$ cat src/tcpwm_pkg.sv
// Package with register map, field positions, reset values and modes of the timer block
// Functional notes
// - Counter mode counts selected input edge
// - Edge select sets initial output level
// - Start count only for first pass
// - 16-bit reload value is terminal count
// - Transitions equal current count minus start
// - PWM mode counts every system clock
// - PWM toggles output at match value
// - At reload: interrupt, count 0001H, continue
// - Polarity one: start high, low at match
// - Polarity zero: start low, high at match
// - PWM leaves on timer output pin
package tcpwm_pkg;
  // ==========================================================
  // Register word addresses (one per 32-bit register)
  localparam logic [3:0]  TCPWM_ADDR_CTRL     = 4'h0;
  localparam logic [3:0]  TCPWM_ADDR_COUNT    = 4'h1;
  localparam logic [3:0]  TCPWM_ADDR_RELOAD   = 4'h2;
  localparam logic [3:0]  TCPWM_ADDR_MATCH    = 4'h3;
  localparam logic [3:0]  TCPWM_ADDR_STATUS   = 4'h4;
  localparam logic [3:0]  TCPWM_ADDR_MASK     = 4'h5;
  localparam int          TCPWM_ADDR_W        = 4;
  // ==========================================================
  // Control and status field positions
  localparam int          TCPWM_CTRL_EN_BIT   = 0;
  localparam int          TCPWM_CTRL_MODE_BIT = 1;
  localparam int          TCPWM_CTRL_POL_BIT  = 2;
  localparam int          TCPWM_STS_RELOAD    = 0;
  localparam int          TCPWM_STS_MATCH     = 1;
  // ==========================================================
  // Reset values and the count loaded at reload
  localparam logic [15:0] TCPWM_COUNT_RST     = 16'h0001;
  localparam logic [15:0] TCPWM_RELOAD_RST    = 16'hFFFF;
  localparam logic [15:0] TCPWM_MATCH_RST     = 16'h0000;
  localparam logic [2:0]  TCPWM_CTRL_RST      = 3'h0;
  localparam logic [1:0]  TCPWM_IRQ_RST       = 2'h0;
  localparam logic [15:0] TCPWM_RESTART       = 16'h0001;
  // ==========================================================
  // Modes
  typedef enum logic {
    TCPWM_MODE_COUNTER = 1'b0,
    TCPWM_MODE_PWM     = 1'b1
  } tcpwm_mode_e;
endpackage : tcpwm_pkg

$ cat src/tcpwm_top.sv
// Timer with counter and PWM modes behind an Avalon-MM slave
`timescale 1ns/1ps
`default_nettype none
module tcpwm_top
  import tcpwm_pkg::*;
(
  // Clock and reset
  input  wire logic                    clock_in,
  input  wire logic                    rst_in,
  // Avalon-MM slave
  input  wire logic [TCPWM_ADDR_W-1:0] avs_address_in,
  input  wire logic                    avs_read_in,
  input  wire logic                    avs_write_in,
  input  wire logic [31:0]             avs_writedata_in,
  input  wire logic [3:0]              avs_byteenable_in,
  output logic      [31:0]             avs_readdata_out,
  output logic                         avs_waitrequest_out,
  // Timer pins
  input  wire logic                    timer_in,
  output logic                         timer_out,
  output logic                         irq_out
);
  // ==========================================================
  // State
  logic [2:0]  ctrl_r;
  logic [15:0] count_r;
  logic [15:0] reload_r;
  logic [15:0] match_r;
  logic [1:0]  status_r;
  logic [1:0]  mask_r;
  logic [2:0]  sync_r;
  logic        ack_r;
  logic        out_r;
  logic        irq_r;
  logic [31:0] rdata_r;

  logic        enable;
  logic        pol;
  tcpwm_mode_e mode;
  logic        edge_seen;
  logic        step;
  logic        at_reload;
  logic        at_match;
  logic        wr_go;
  logic        rd_go;
  logic        status_rd;

  assign enable    = ctrl_r[TCPWM_CTRL_EN_BIT];
  assign pol       = ctrl_r[TCPWM_CTRL_POL_BIT];
  assign mode      = tcpwm_mode_e'(ctrl_r[TCPWM_CTRL_MODE_BIT]);
  // ==========================================================
  // Input synchroniser; first stage feeds only the second
  always_ff @(posedge clock_in or posedge rst_in) begin
    if (rst_in) begin
      sync_r <= 3'h0;
    end else begin
      sync_r <= {sync_r[1:0], timer_in};
    end
  end

  // Polarity picks the edge: 1 rising, 0 falling
  assign edge_seen = (sync_r[2] != sync_r[1]) && (sync_r[1] == pol);
  assign step      = enable && ((mode == TCPWM_MODE_PWM) || edge_seen);
  assign at_reload = step && (count_r == reload_r);
  assign at_match  = step && (mode == TCPWM_MODE_PWM) && (count_r == match_r);

  // ==========================================================
  // Bus handshake: one wait cycle, then the answer
  assign wr_go     = avs_write_in && ack_r;
  assign rd_go     = avs_read_in && ack_r;
  assign status_rd = rd_go && (avs_address_in == TCPWM_ADDR_STATUS);

  always_ff @(posedge clock_in or posedge rst_in) begin
    if (rst_in) begin
      ack_r <= 1'b0;
    end else begin
      ack_r <= (avs_read_in || avs_write_in) && !ack_r;
    end
  end

  always_ff @(posedge clock_in or posedge rst_in) begin
    if (rst_in) begin
      avs_waitrequest_out <= 1'b1;
    end else begin
      avs_waitrequest_out <= !((avs_read_in || avs_write_in) && !ack_r);
    end
  end

  function automatic logic [15:0] merge16(input logic [15:0] old, input logic [31:0] d, input logic [3:0] be);
    merge16 = {be[1] ? d[15:8] : old[15:8], be[0] ? d[7:0] : old[7:0]};
  endfunction : merge16

  // ==========================================================
  // Control register
  always_ff @(posedge clock_in or posedge rst_in) begin
    if (rst_in) begin
      ctrl_r <= TCPWM_CTRL_RST;
    end else if (wr_go && avs_address_in == TCPWM_ADDR_CTRL && avs_byteenable_in[0]) begin
      ctrl_r <= avs_writedata_in[2:0];
    end
  end

  always_ff @(posedge clock_in or posedge rst_in) begin
    if (rst_in) begin
      reload_r <= TCPWM_RELOAD_RST;
      match_r  <= TCPWM_MATCH_RST;
      mask_r   <= TCPWM_IRQ_RST;
    end else if (wr_go) begin
      if (avs_address_in == TCPWM_ADDR_RELOAD) begin
        reload_r <= merge16(reload_r, avs_writedata_in, avs_byteenable_in);
      end
      if (avs_address_in == TCPWM_ADDR_MATCH) begin
        match_r <= merge16(match_r, avs_writedata_in, avs_byteenable_in);
      end
      if (avs_address_in == TCPWM_ADDR_MASK && avs_byteenable_in[0]) begin
        mask_r <= avs_writedata_in[1:0];
      end
    end
  end

  // ==========================================================
  // Counter; software start value holds only until first reload
  always_ff @(posedge clock_in or posedge rst_in) begin
    if (rst_in) begin
      count_r <= TCPWM_COUNT_RST;
    end else if (wr_go && avs_address_in == TCPWM_ADDR_COUNT) begin
      count_r <= merge16(count_r, avs_writedata_in, avs_byteenable_in);
    end else if (at_reload) begin
      count_r <= TCPWM_RESTART;
    end else if (step) begin
      count_r <= count_r + 16'h0001;
    end
  end

  // ==========================================================
  // Output: idle level follows polarity even while disabled
  always_ff @(posedge clock_in or posedge rst_in) begin
    if (rst_in) begin
      out_r <= 1'b0;
    end else if (wr_go && avs_address_in == TCPWM_ADDR_CTRL && avs_byteenable_in[0]) begin
      // Starting level is taken with the control write, so enable and polarity may be written together
      out_r <= avs_writedata_in[TCPWM_CTRL_POL_BIT];
    end else if (!enable) begin
      out_r <= pol;
    end else if (mode == TCPWM_MODE_PWM && at_reload) begin
      out_r <= pol;
    end else if (at_match) begin
      out_r <= !out_r;
    end
  end
  assign timer_out = out_r;

  // ==========================================================
  // Sticky status; a new event beats the read-clear
  always_ff @(posedge clock_in or posedge rst_in) begin
    if (rst_in) begin
      status_r <= TCPWM_IRQ_RST;
    end else begin
      status_r[TCPWM_STS_RELOAD] <= at_reload || (status_r[TCPWM_STS_RELOAD] && !status_rd);
      status_r[TCPWM_STS_MATCH]  <= at_match || (status_r[TCPWM_STS_MATCH] && !status_rd);
    end
  end

  always_ff @(posedge clock_in or posedge rst_in) begin
    if (rst_in) begin
      irq_r <= 1'b0;
    end else begin
      irq_r <= |(status_r & mask_r);
    end
  end
  assign irq_out = irq_r;

  // ==========================================================
  // Read data, registered at the edge that first sees the request, one edge before acceptance; unmapped reads as zero
  always_ff @(posedge clock_in or posedge rst_in) begin
    if (rst_in) begin
      rdata_r <= 32'h0000_0000;
    end else if ((avs_read_in || avs_write_in) && !ack_r) begin
      case (avs_address_in)
        TCPWM_ADDR_CTRL:   rdata_r <= {29'h0, ctrl_r};
        TCPWM_ADDR_COUNT:  rdata_r <= {16'h0, count_r};
        TCPWM_ADDR_RELOAD: rdata_r <= {16'h0, reload_r};
        TCPWM_ADDR_MATCH:  rdata_r <= {16'h0, match_r};
        TCPWM_ADDR_STATUS: rdata_r <= {30'h0, status_r};
        TCPWM_ADDR_MASK:   rdata_r <= {30'h0, mask_r};
        default:           rdata_r <= 32'h0000_0000;
      endcase
    end
  end
  assign avs_readdata_out = rdata_r;
endmodule : tcpwm_top
`default_nettype wire

$ cat config.mk
export PLATFORM = sky130hd
export DESIGN_NAME = tcpwm_top
export DESIGN_NICKNAME = d
export VERILOG_FILES = /design/src/tcpwm_pkg.sv /design/src/tcpwm_top.sv
export SDC_FILE = /design/constraint.sdc
export NUM_CORES = 1
export LEC_CHECK = 0
export BUFFER_PORTS_ARGS = -buffer_cell sky130_fd_sc_hd__buf_2
export CAP_MARGIN = 15
export CORE_AREA = 3 3 88 111
export DETAILED_ROUTE_END_ITERATION = 6
export DIE_AREA = 0 0 91 114
export GPL_ROUTABILITY_DRIVEN = 1
export PLACE_DENSITY = 0.71
export SETUP_SLACK_MARGIN = 0.3
export SYNTH_ARGS = -nofsm -noshare
export SYNTH_HDL_FRONTEND = slang
export SYNTH_SLANG_ARGS = --single-unit
$ cat constraint.sdc
create_clock -name clock_in -period 2.68 [get_ports clock_in]
set_clock_uncertainty 0.2 [all_clocks]
set_input_delay 0.268 -clock clock_in [delete_from_list [all_inputs] [get_ports clock_in]]
set_output_delay 0.268 -clock clock_in [all_outputs]
set_load 0.1 [all_outputs]
# After elaboration in Yosys (flattened, before gate mapping)
# Index checks and enable logic that the tools add are counted.
# W data, S select, Z words.
op_classes:
  n_addsub: 1
  eq_ne: 12
  n_mux: 10
  bitwise: 1
  n_reduce_logical: 34
op_table:
  columns: ["operator", "count"]
  rows:
  - ["$pmux W16 S6", 1]
  - ["$mux W16", 3]
  - ["$eq A16 B16 Y1", 2]
  - ["$add A16 B1 Y16 const B", 1]
  - ["$logic_and A1 B1 Y1", 16]
  - ["$mux W8", 2]
  - ["$reduce_and A3 Y1", 4]
  - ["$eq A4 B2 Y1 const B", 2]
  - ["$eq A4 B3 Y1 const B", 2]
  - ["$reduce_and A2 Y1", 3]
  - ["$eq A4 B1 Y1 const B", 1]
  - ["$logic_not A1 Y1", 4]
  - ["$logic_not A4 Y1", 1]
  - ["$logic_or A1 B1 Y1", 4]
  - ["$mux W1", 4]
  - ["$ne A2 B2 Y1 const B", 2]
  - ["$ne A4 B1 Y1 const B", 1]
  - ["$reduce_bool A3 Y1", 1]
  - ["$and A2 B2 Y2", 1]
  - ["$reduce_or A2 Y1", 1]
  - ["$eq A1 B1 Y1", 1]
  - ["$ne A1 B1 Y1", 1]
totals:
  reg_bits: 94
  input_bits: 45
  output_inout_bits: 35

# Logic depth before layout (Yosys ltp)
logic_depth:
  word_depth: 10
  mapped_depth: 10

# Least setup slack after synthesis
# Ideal clock, no wire load.
synth_timing:
  path_kind: "register to register"
  startpoint: "reg count_r[0]"
  endpoint: "reg out_r, in the netlist timer_out"
  setup_ps: 104
  arrival_time_ps: 1932
  required_time_ps: 2376
  slack_ps: 444
  stages_incl_launch_ff: 8
  path_buffers: 1
  period_less_slack_ps: 2236
  path_cell_list: "dfstp_2 -> buf_6 -> xor2_1 -> nor4_1 -> nand4_1 -> or4_4 -> xor2_1 -> o311ai_1"
synth_via:
  elab_chain_len: 6
synth_rtl:
  columns: ["item", "line_no", "rtl"]
  rows:
  - ["start: declaration", "tcpwm_top.sv:26", "logic [15:0] count_r;"]
  - ["start signal: assignment", "tcpwm_top.sv:127", "count_r <= merge16(count_r, avs_writedata_in, avs_byteenable_in);"]
  - ["start signal: assignment", "tcpwm_top.sv:131", "count_r <= count_r + 16'h0001;"]
  - ["$eq A16 B16 Y1", "tcpwm_top.sv:64", "assign at_reload = step && (count_r == reload_r);"]
  - ["$logic_and A1 B1 Y1", "tcpwm_top.sv:64", null]
  - ["$logic_and A1 B1 Y1", "tcpwm_top.sv:145", "end else if (mode == TCPWM_MODE_PWM && at_reload) begin"]
  - ["$mux W1", "tcpwm_top.sv:145", null]
  - ["$mux W1", "tcpwm_top.sv:143", "end else if (!enable) begin"]
  - ["$mux W1", "tcpwm_top.sv:140", "end else if (wr_go && avs_address_in == TCPWM_ADDR_CTRL && avs_byteenable_in[0]) begin"]
  - ["end signal: assignment", "tcpwm_top.sv:142", "out_r <= avs_writedata_in[TCPWM_CTRL_POL_BIT];"]
  - ["end signal: assignment", "tcpwm_top.sv:144", "out_r <= pol;"]
  - ["end signal: assignment", "tcpwm_top.sv:146", "out_r <= pol;"]
  - ["end: declaration", "tcpwm_top.sv:33", "logic out_r;"]
# Parallel ways exist; a longest one is shown, timed or not.
# A chain may end at the register's enable or synchronous reset.

# Worst setup path after layout
layout_timing:
  startpoint: "reg count_r[5]"
  endpoint: "reg out_r, in the netlist timer_out"
# Same word-level chain as after synthesis.

==> metrics.txt <==
outcome finished clean; required time of the critical path 2.73 ns; area grow syn2layout 16.4%; Worst setup EP type flop; Remaining DRCs 0; Placed Cells 561; drt first pass iters 4; GR Util met3 4.49%; VDD IR max 328 µV; Slew @ Worst Pin between 0.8 and 0.9 ns; Seq/Total Area, Yosys 45.5%; Die ar. about 10000 µm²; Yosys reg bits 78; Non-Filler Instances 596; Post-DP Area 4650 µm²; Fin. Hold Viols 0; Power Density 675 nW/µm²; max cap viols 0; Final period util approximately 88%; DP Wirelength 7.73 mm; clock tree from TritonCTS yes; Setup WS pre-CTS 0.347 ns; global route overflow 0; die width approximately 91 µm; GRT busiest layer met2; Leak 2.30 nW; Critical Path AT 2.40 ns; CTS H-Tree Depth 3; share of cells above drive strength 1 between 30% and 40%; final cell utilization of the core 57.8%; Setup CP Type flop to flop; gpl congestion 0.869; Reg clk slew, reported paths about 0.080 ns; CTS Buf Count 9; Total GRT Usage 21.4%; CP Cell Sequence xor2_1, nor4_1, nand4_1, or4_4, xor2_1, o311ai_1; largest cells by area after synthesis dfrtp_1 (35%), mux2_2 (12%), dfstp_2 (11%); Placeable Area just under 9000 µm²; Iter 0 DRT Violations 204; syn avg cell area 10.6 µm²; Sinks on Clock Net 78; fin. max-slew vios 0; Synth Warn # 0; vias per cell 5.60; fin crit period 2.35 ns; remaining antenna violation count after routing 0; FFs w/ async S/R, synth 100%; Avg WL per Cell 17.7 µm; design area 5050 µm²; Mapped Cells 411; root buf cell clkbuf_8; worst setup margin between 0.3 and 0.4 ns; Fin Setup TNS 0 ns; first-pass GRT wire length 17.3 mm; n_diodes 0; fillcell total 804; Critical-path top delay cell or4_4; I/O pin count 80; CP bufs+invs 0; die height 114 µm; family with the most delay on the worst path simple AND/OR/NAND/NOR gates; CP startpoint kind flop; synthesized cell area between 4000 and 5000 µm²; latest clock arrival within the worst-skew pair 0.36 ns; initial cell density of the core 49.6%; slowest cell delay on critical path 0.55 ns; clock buffer depth 2; initial antenna violation count 0; vias in the first global route 3430; cell accounting for the most synthesized area dfrtp_1; FP Rows 38; IO buf count 45; synth unique cells 51; Final nets 517; Hold Crit Class input pin to flop; final setup vio count 0; met2 Usage GRT between 30% and 40%; number of flops mapped to enable cells by yosys 0; crit path max fanout 8; share of the synthesized area in the top cell type between 30% and 40%; CP dominant cell by count xor2_1; Power, Total about 3.4 mW; pin count of the biggest net entering global routing 37; Slew headroom 46.5%; Post-Route WL 10.5 mm; RSZ-0062 raised after global routing yes; Fin Hold WS 0.0616 ns; met1 GRT Util approximately a quarter; maximum clock rate 426 MHz; Synth Flop Type dfrtp_1; DR vias 3337
==> worst reg2reg max path: cells and delay by family, from the launching register on <==
kind	cells	cell delay (ns)
AO/OA/AOI/OAI	1	0.28
flip-flops	1	0.47
XOR/XNOR	2	0.38
AND/OR/NAND/NOR	3	0.92
==> report_power, final <==
group          internal [mW]  switching [mW]  leakage, nW
clock network          0.483           0.425        0.104
logic                  0.367           0.591         1.23
registers               1.36           0.183        0.968
total                   2.21            1.20         2.30
==> worst paths after layout <==
path                                   startpoint                               end  slack [ns]  cells past startpoint
setup / recovery           count_r[5]$_DFFE_PP0P_             timer_out$_DFFE_PP0P_        0.33                      6
hold / removal                  avs_address_in[3]   avs_readdata_out[0]$_DFFE_PP0P_        0.06                      4
setup reg to reg           count_r[5]$_DFFE_PP0P_             timer_out$_DFFE_PP0P_        0.33                      6
hold reg to reg               sync_r[0]$_DFF_PP0_               sync_r[1]$_DFF_PP0_        0.15                      0
max in group asynchronous                  rst_in           reload_r[2]$_DFFE_PP1P_        1.09                      4
min in group asynchronous                  rst_in  avs_readdata_out[10]$_DFFE_PP0P_        0.40                      3
==> cell type report <==
type / count / area, µm² / share of cell area (%)
Clock inverter: 3 / 43.8 / 0.867
Inverter: 9 / 37.5 / 0.743
Timing Repair Buffer: 82 / 573 / 11.3
Sequential cell: 78 / 1980 / 39.1
Multi-Input combinational cell: 291 / 2110 / 41.8
Tap cell: 120 / 150 / 2.97
Clock buffer: 13 / 159 / 3.15
==> cells in the final DEF, fill, tap and decap left out, types with 2 or more instances in the layout <==
| cell | Yosys | routed |
|---|---|---|
| dfstp_2 | 18 | 18 |
| nor2_1 | 11 | 11 |
| buf_2 | 11 | 45 |
| clkbuf_8 | 0 | 11 |
| o21a_1 | 2 | 2 |
| inv_2 | 2 | 2 |
| conb_1 | 1 | 16 |
| nand2_1 | 54 | 54 |
| o21ai_1 | 6 | 6 |
| buf_4 | 19 | 17 |
| a21oi_1 | 4 | 4 |
| nor4_2 | 3 | 4 |
| and3_1 | 6 | 6 |
| a222oi_1 | 2 | 2 |
| dlygate4sd3_1 | 0 | 18 |
| inv_1 | 7 | 6 |
| o31ai_1 | 4 | 4 |
| xnor2_1 | 12 | 12 |
| o21ai_0 | 24 | 24 |
| a221o_1 | 6 | 6 |
| nand4_1 | 7 | 7 |
| o41ai_1 | 3 | 2 |
| nand3_1 | 11 | 11 |
| mux4_2 | 3 | 3 |
| and4_1 | 3 | 3 |
| clkbuf_1 | 11 | 2 |
| buf_12 | 0 | 2 |
| a22oi_1 | 13 | 13 |
| dfrtp_1 | 60 | 59 |
| nor4b_1 | 5 | 5 |
| mux2_2 | 47 | 47 |
| or3_1 | 3 | 3 |
| a22o_1 | 7 | 7 |
| xor2_1 | 21 | 21 |
==> state kept, by name, summed over array words and instances (netlist names) <==
name                 count
count_r                 16
irq_out                  1
timer_out                1
mask_r                   2
ctrl_r                   3
status_r                 2
avs_waitrequest_out      1
avs_readdata_out        16
reload_r                16
match_r                 16
sync_r                   3
ack_r                    1
==> layer usage <==
layer / up-vias / share of wire, %
li1: 1559 / -
met1: 1661 / 41
met2: 95 / 52
met3: 22 / 4.3
met4: 0 / 2.7
met5: - / 0
==> Yosys cell counts, types with 2 or more instances <==
cell	n
a222oi_1	2
and4_1	3
clkbuf_1	11
o41ai_1	3
a22oi_1	13
dfrtp_1	60
a21oi_1	4
xor2_1	21
o31ai_1	4
mux2_2	47
a22o_1	7
nor4_2	3
buf_4	19
mux4_2	3
a221o_1	6
buf_1	3
nor4_1	2
nand3_1	11
o21ai_1	6
and3_1	6
inv_2	2
or3_1	3
xnor2_1	12
nor4b_1	5
o21a_1	2
nor2_1	11
nand2_1	54
nand4_1	7
dfstp_2	18
inv_1	7
o21ai_0	24
buf_2	11
buf_6	3
==> what timing repair did <==
item | in CTS | in global routing
hold buffers | 18 | 0
resized for setup | 0 | 3
buffers inserted | 0 | 1
hold endpoints to repair | 67 | 0
setup endpoints to repair | 0 | 9
==> cell families (layout without fill, tap and decap cells) <==
| kind of cell | count (synthesis) | after routing | share of synthesized area [%] |
|---|---|---|---|
| mux | 51 | 51 | 14.0 |
| flops | 78 | 78 | 45.5 |
| xor+xnor | 33 | 33 | 6.66 |
| compound gates | 78 | 78 | 12.7 |
| fa+ha+maj | 1 | 1 | 0.288 |
| simple gates | 112 | 112 | 13.3 |
| other cells | 1 | 16 | 0.0864 |
| buf+inv | 57 | 107 | 7.44 |
Note: power is estimated with default switching activity, not from simulation.
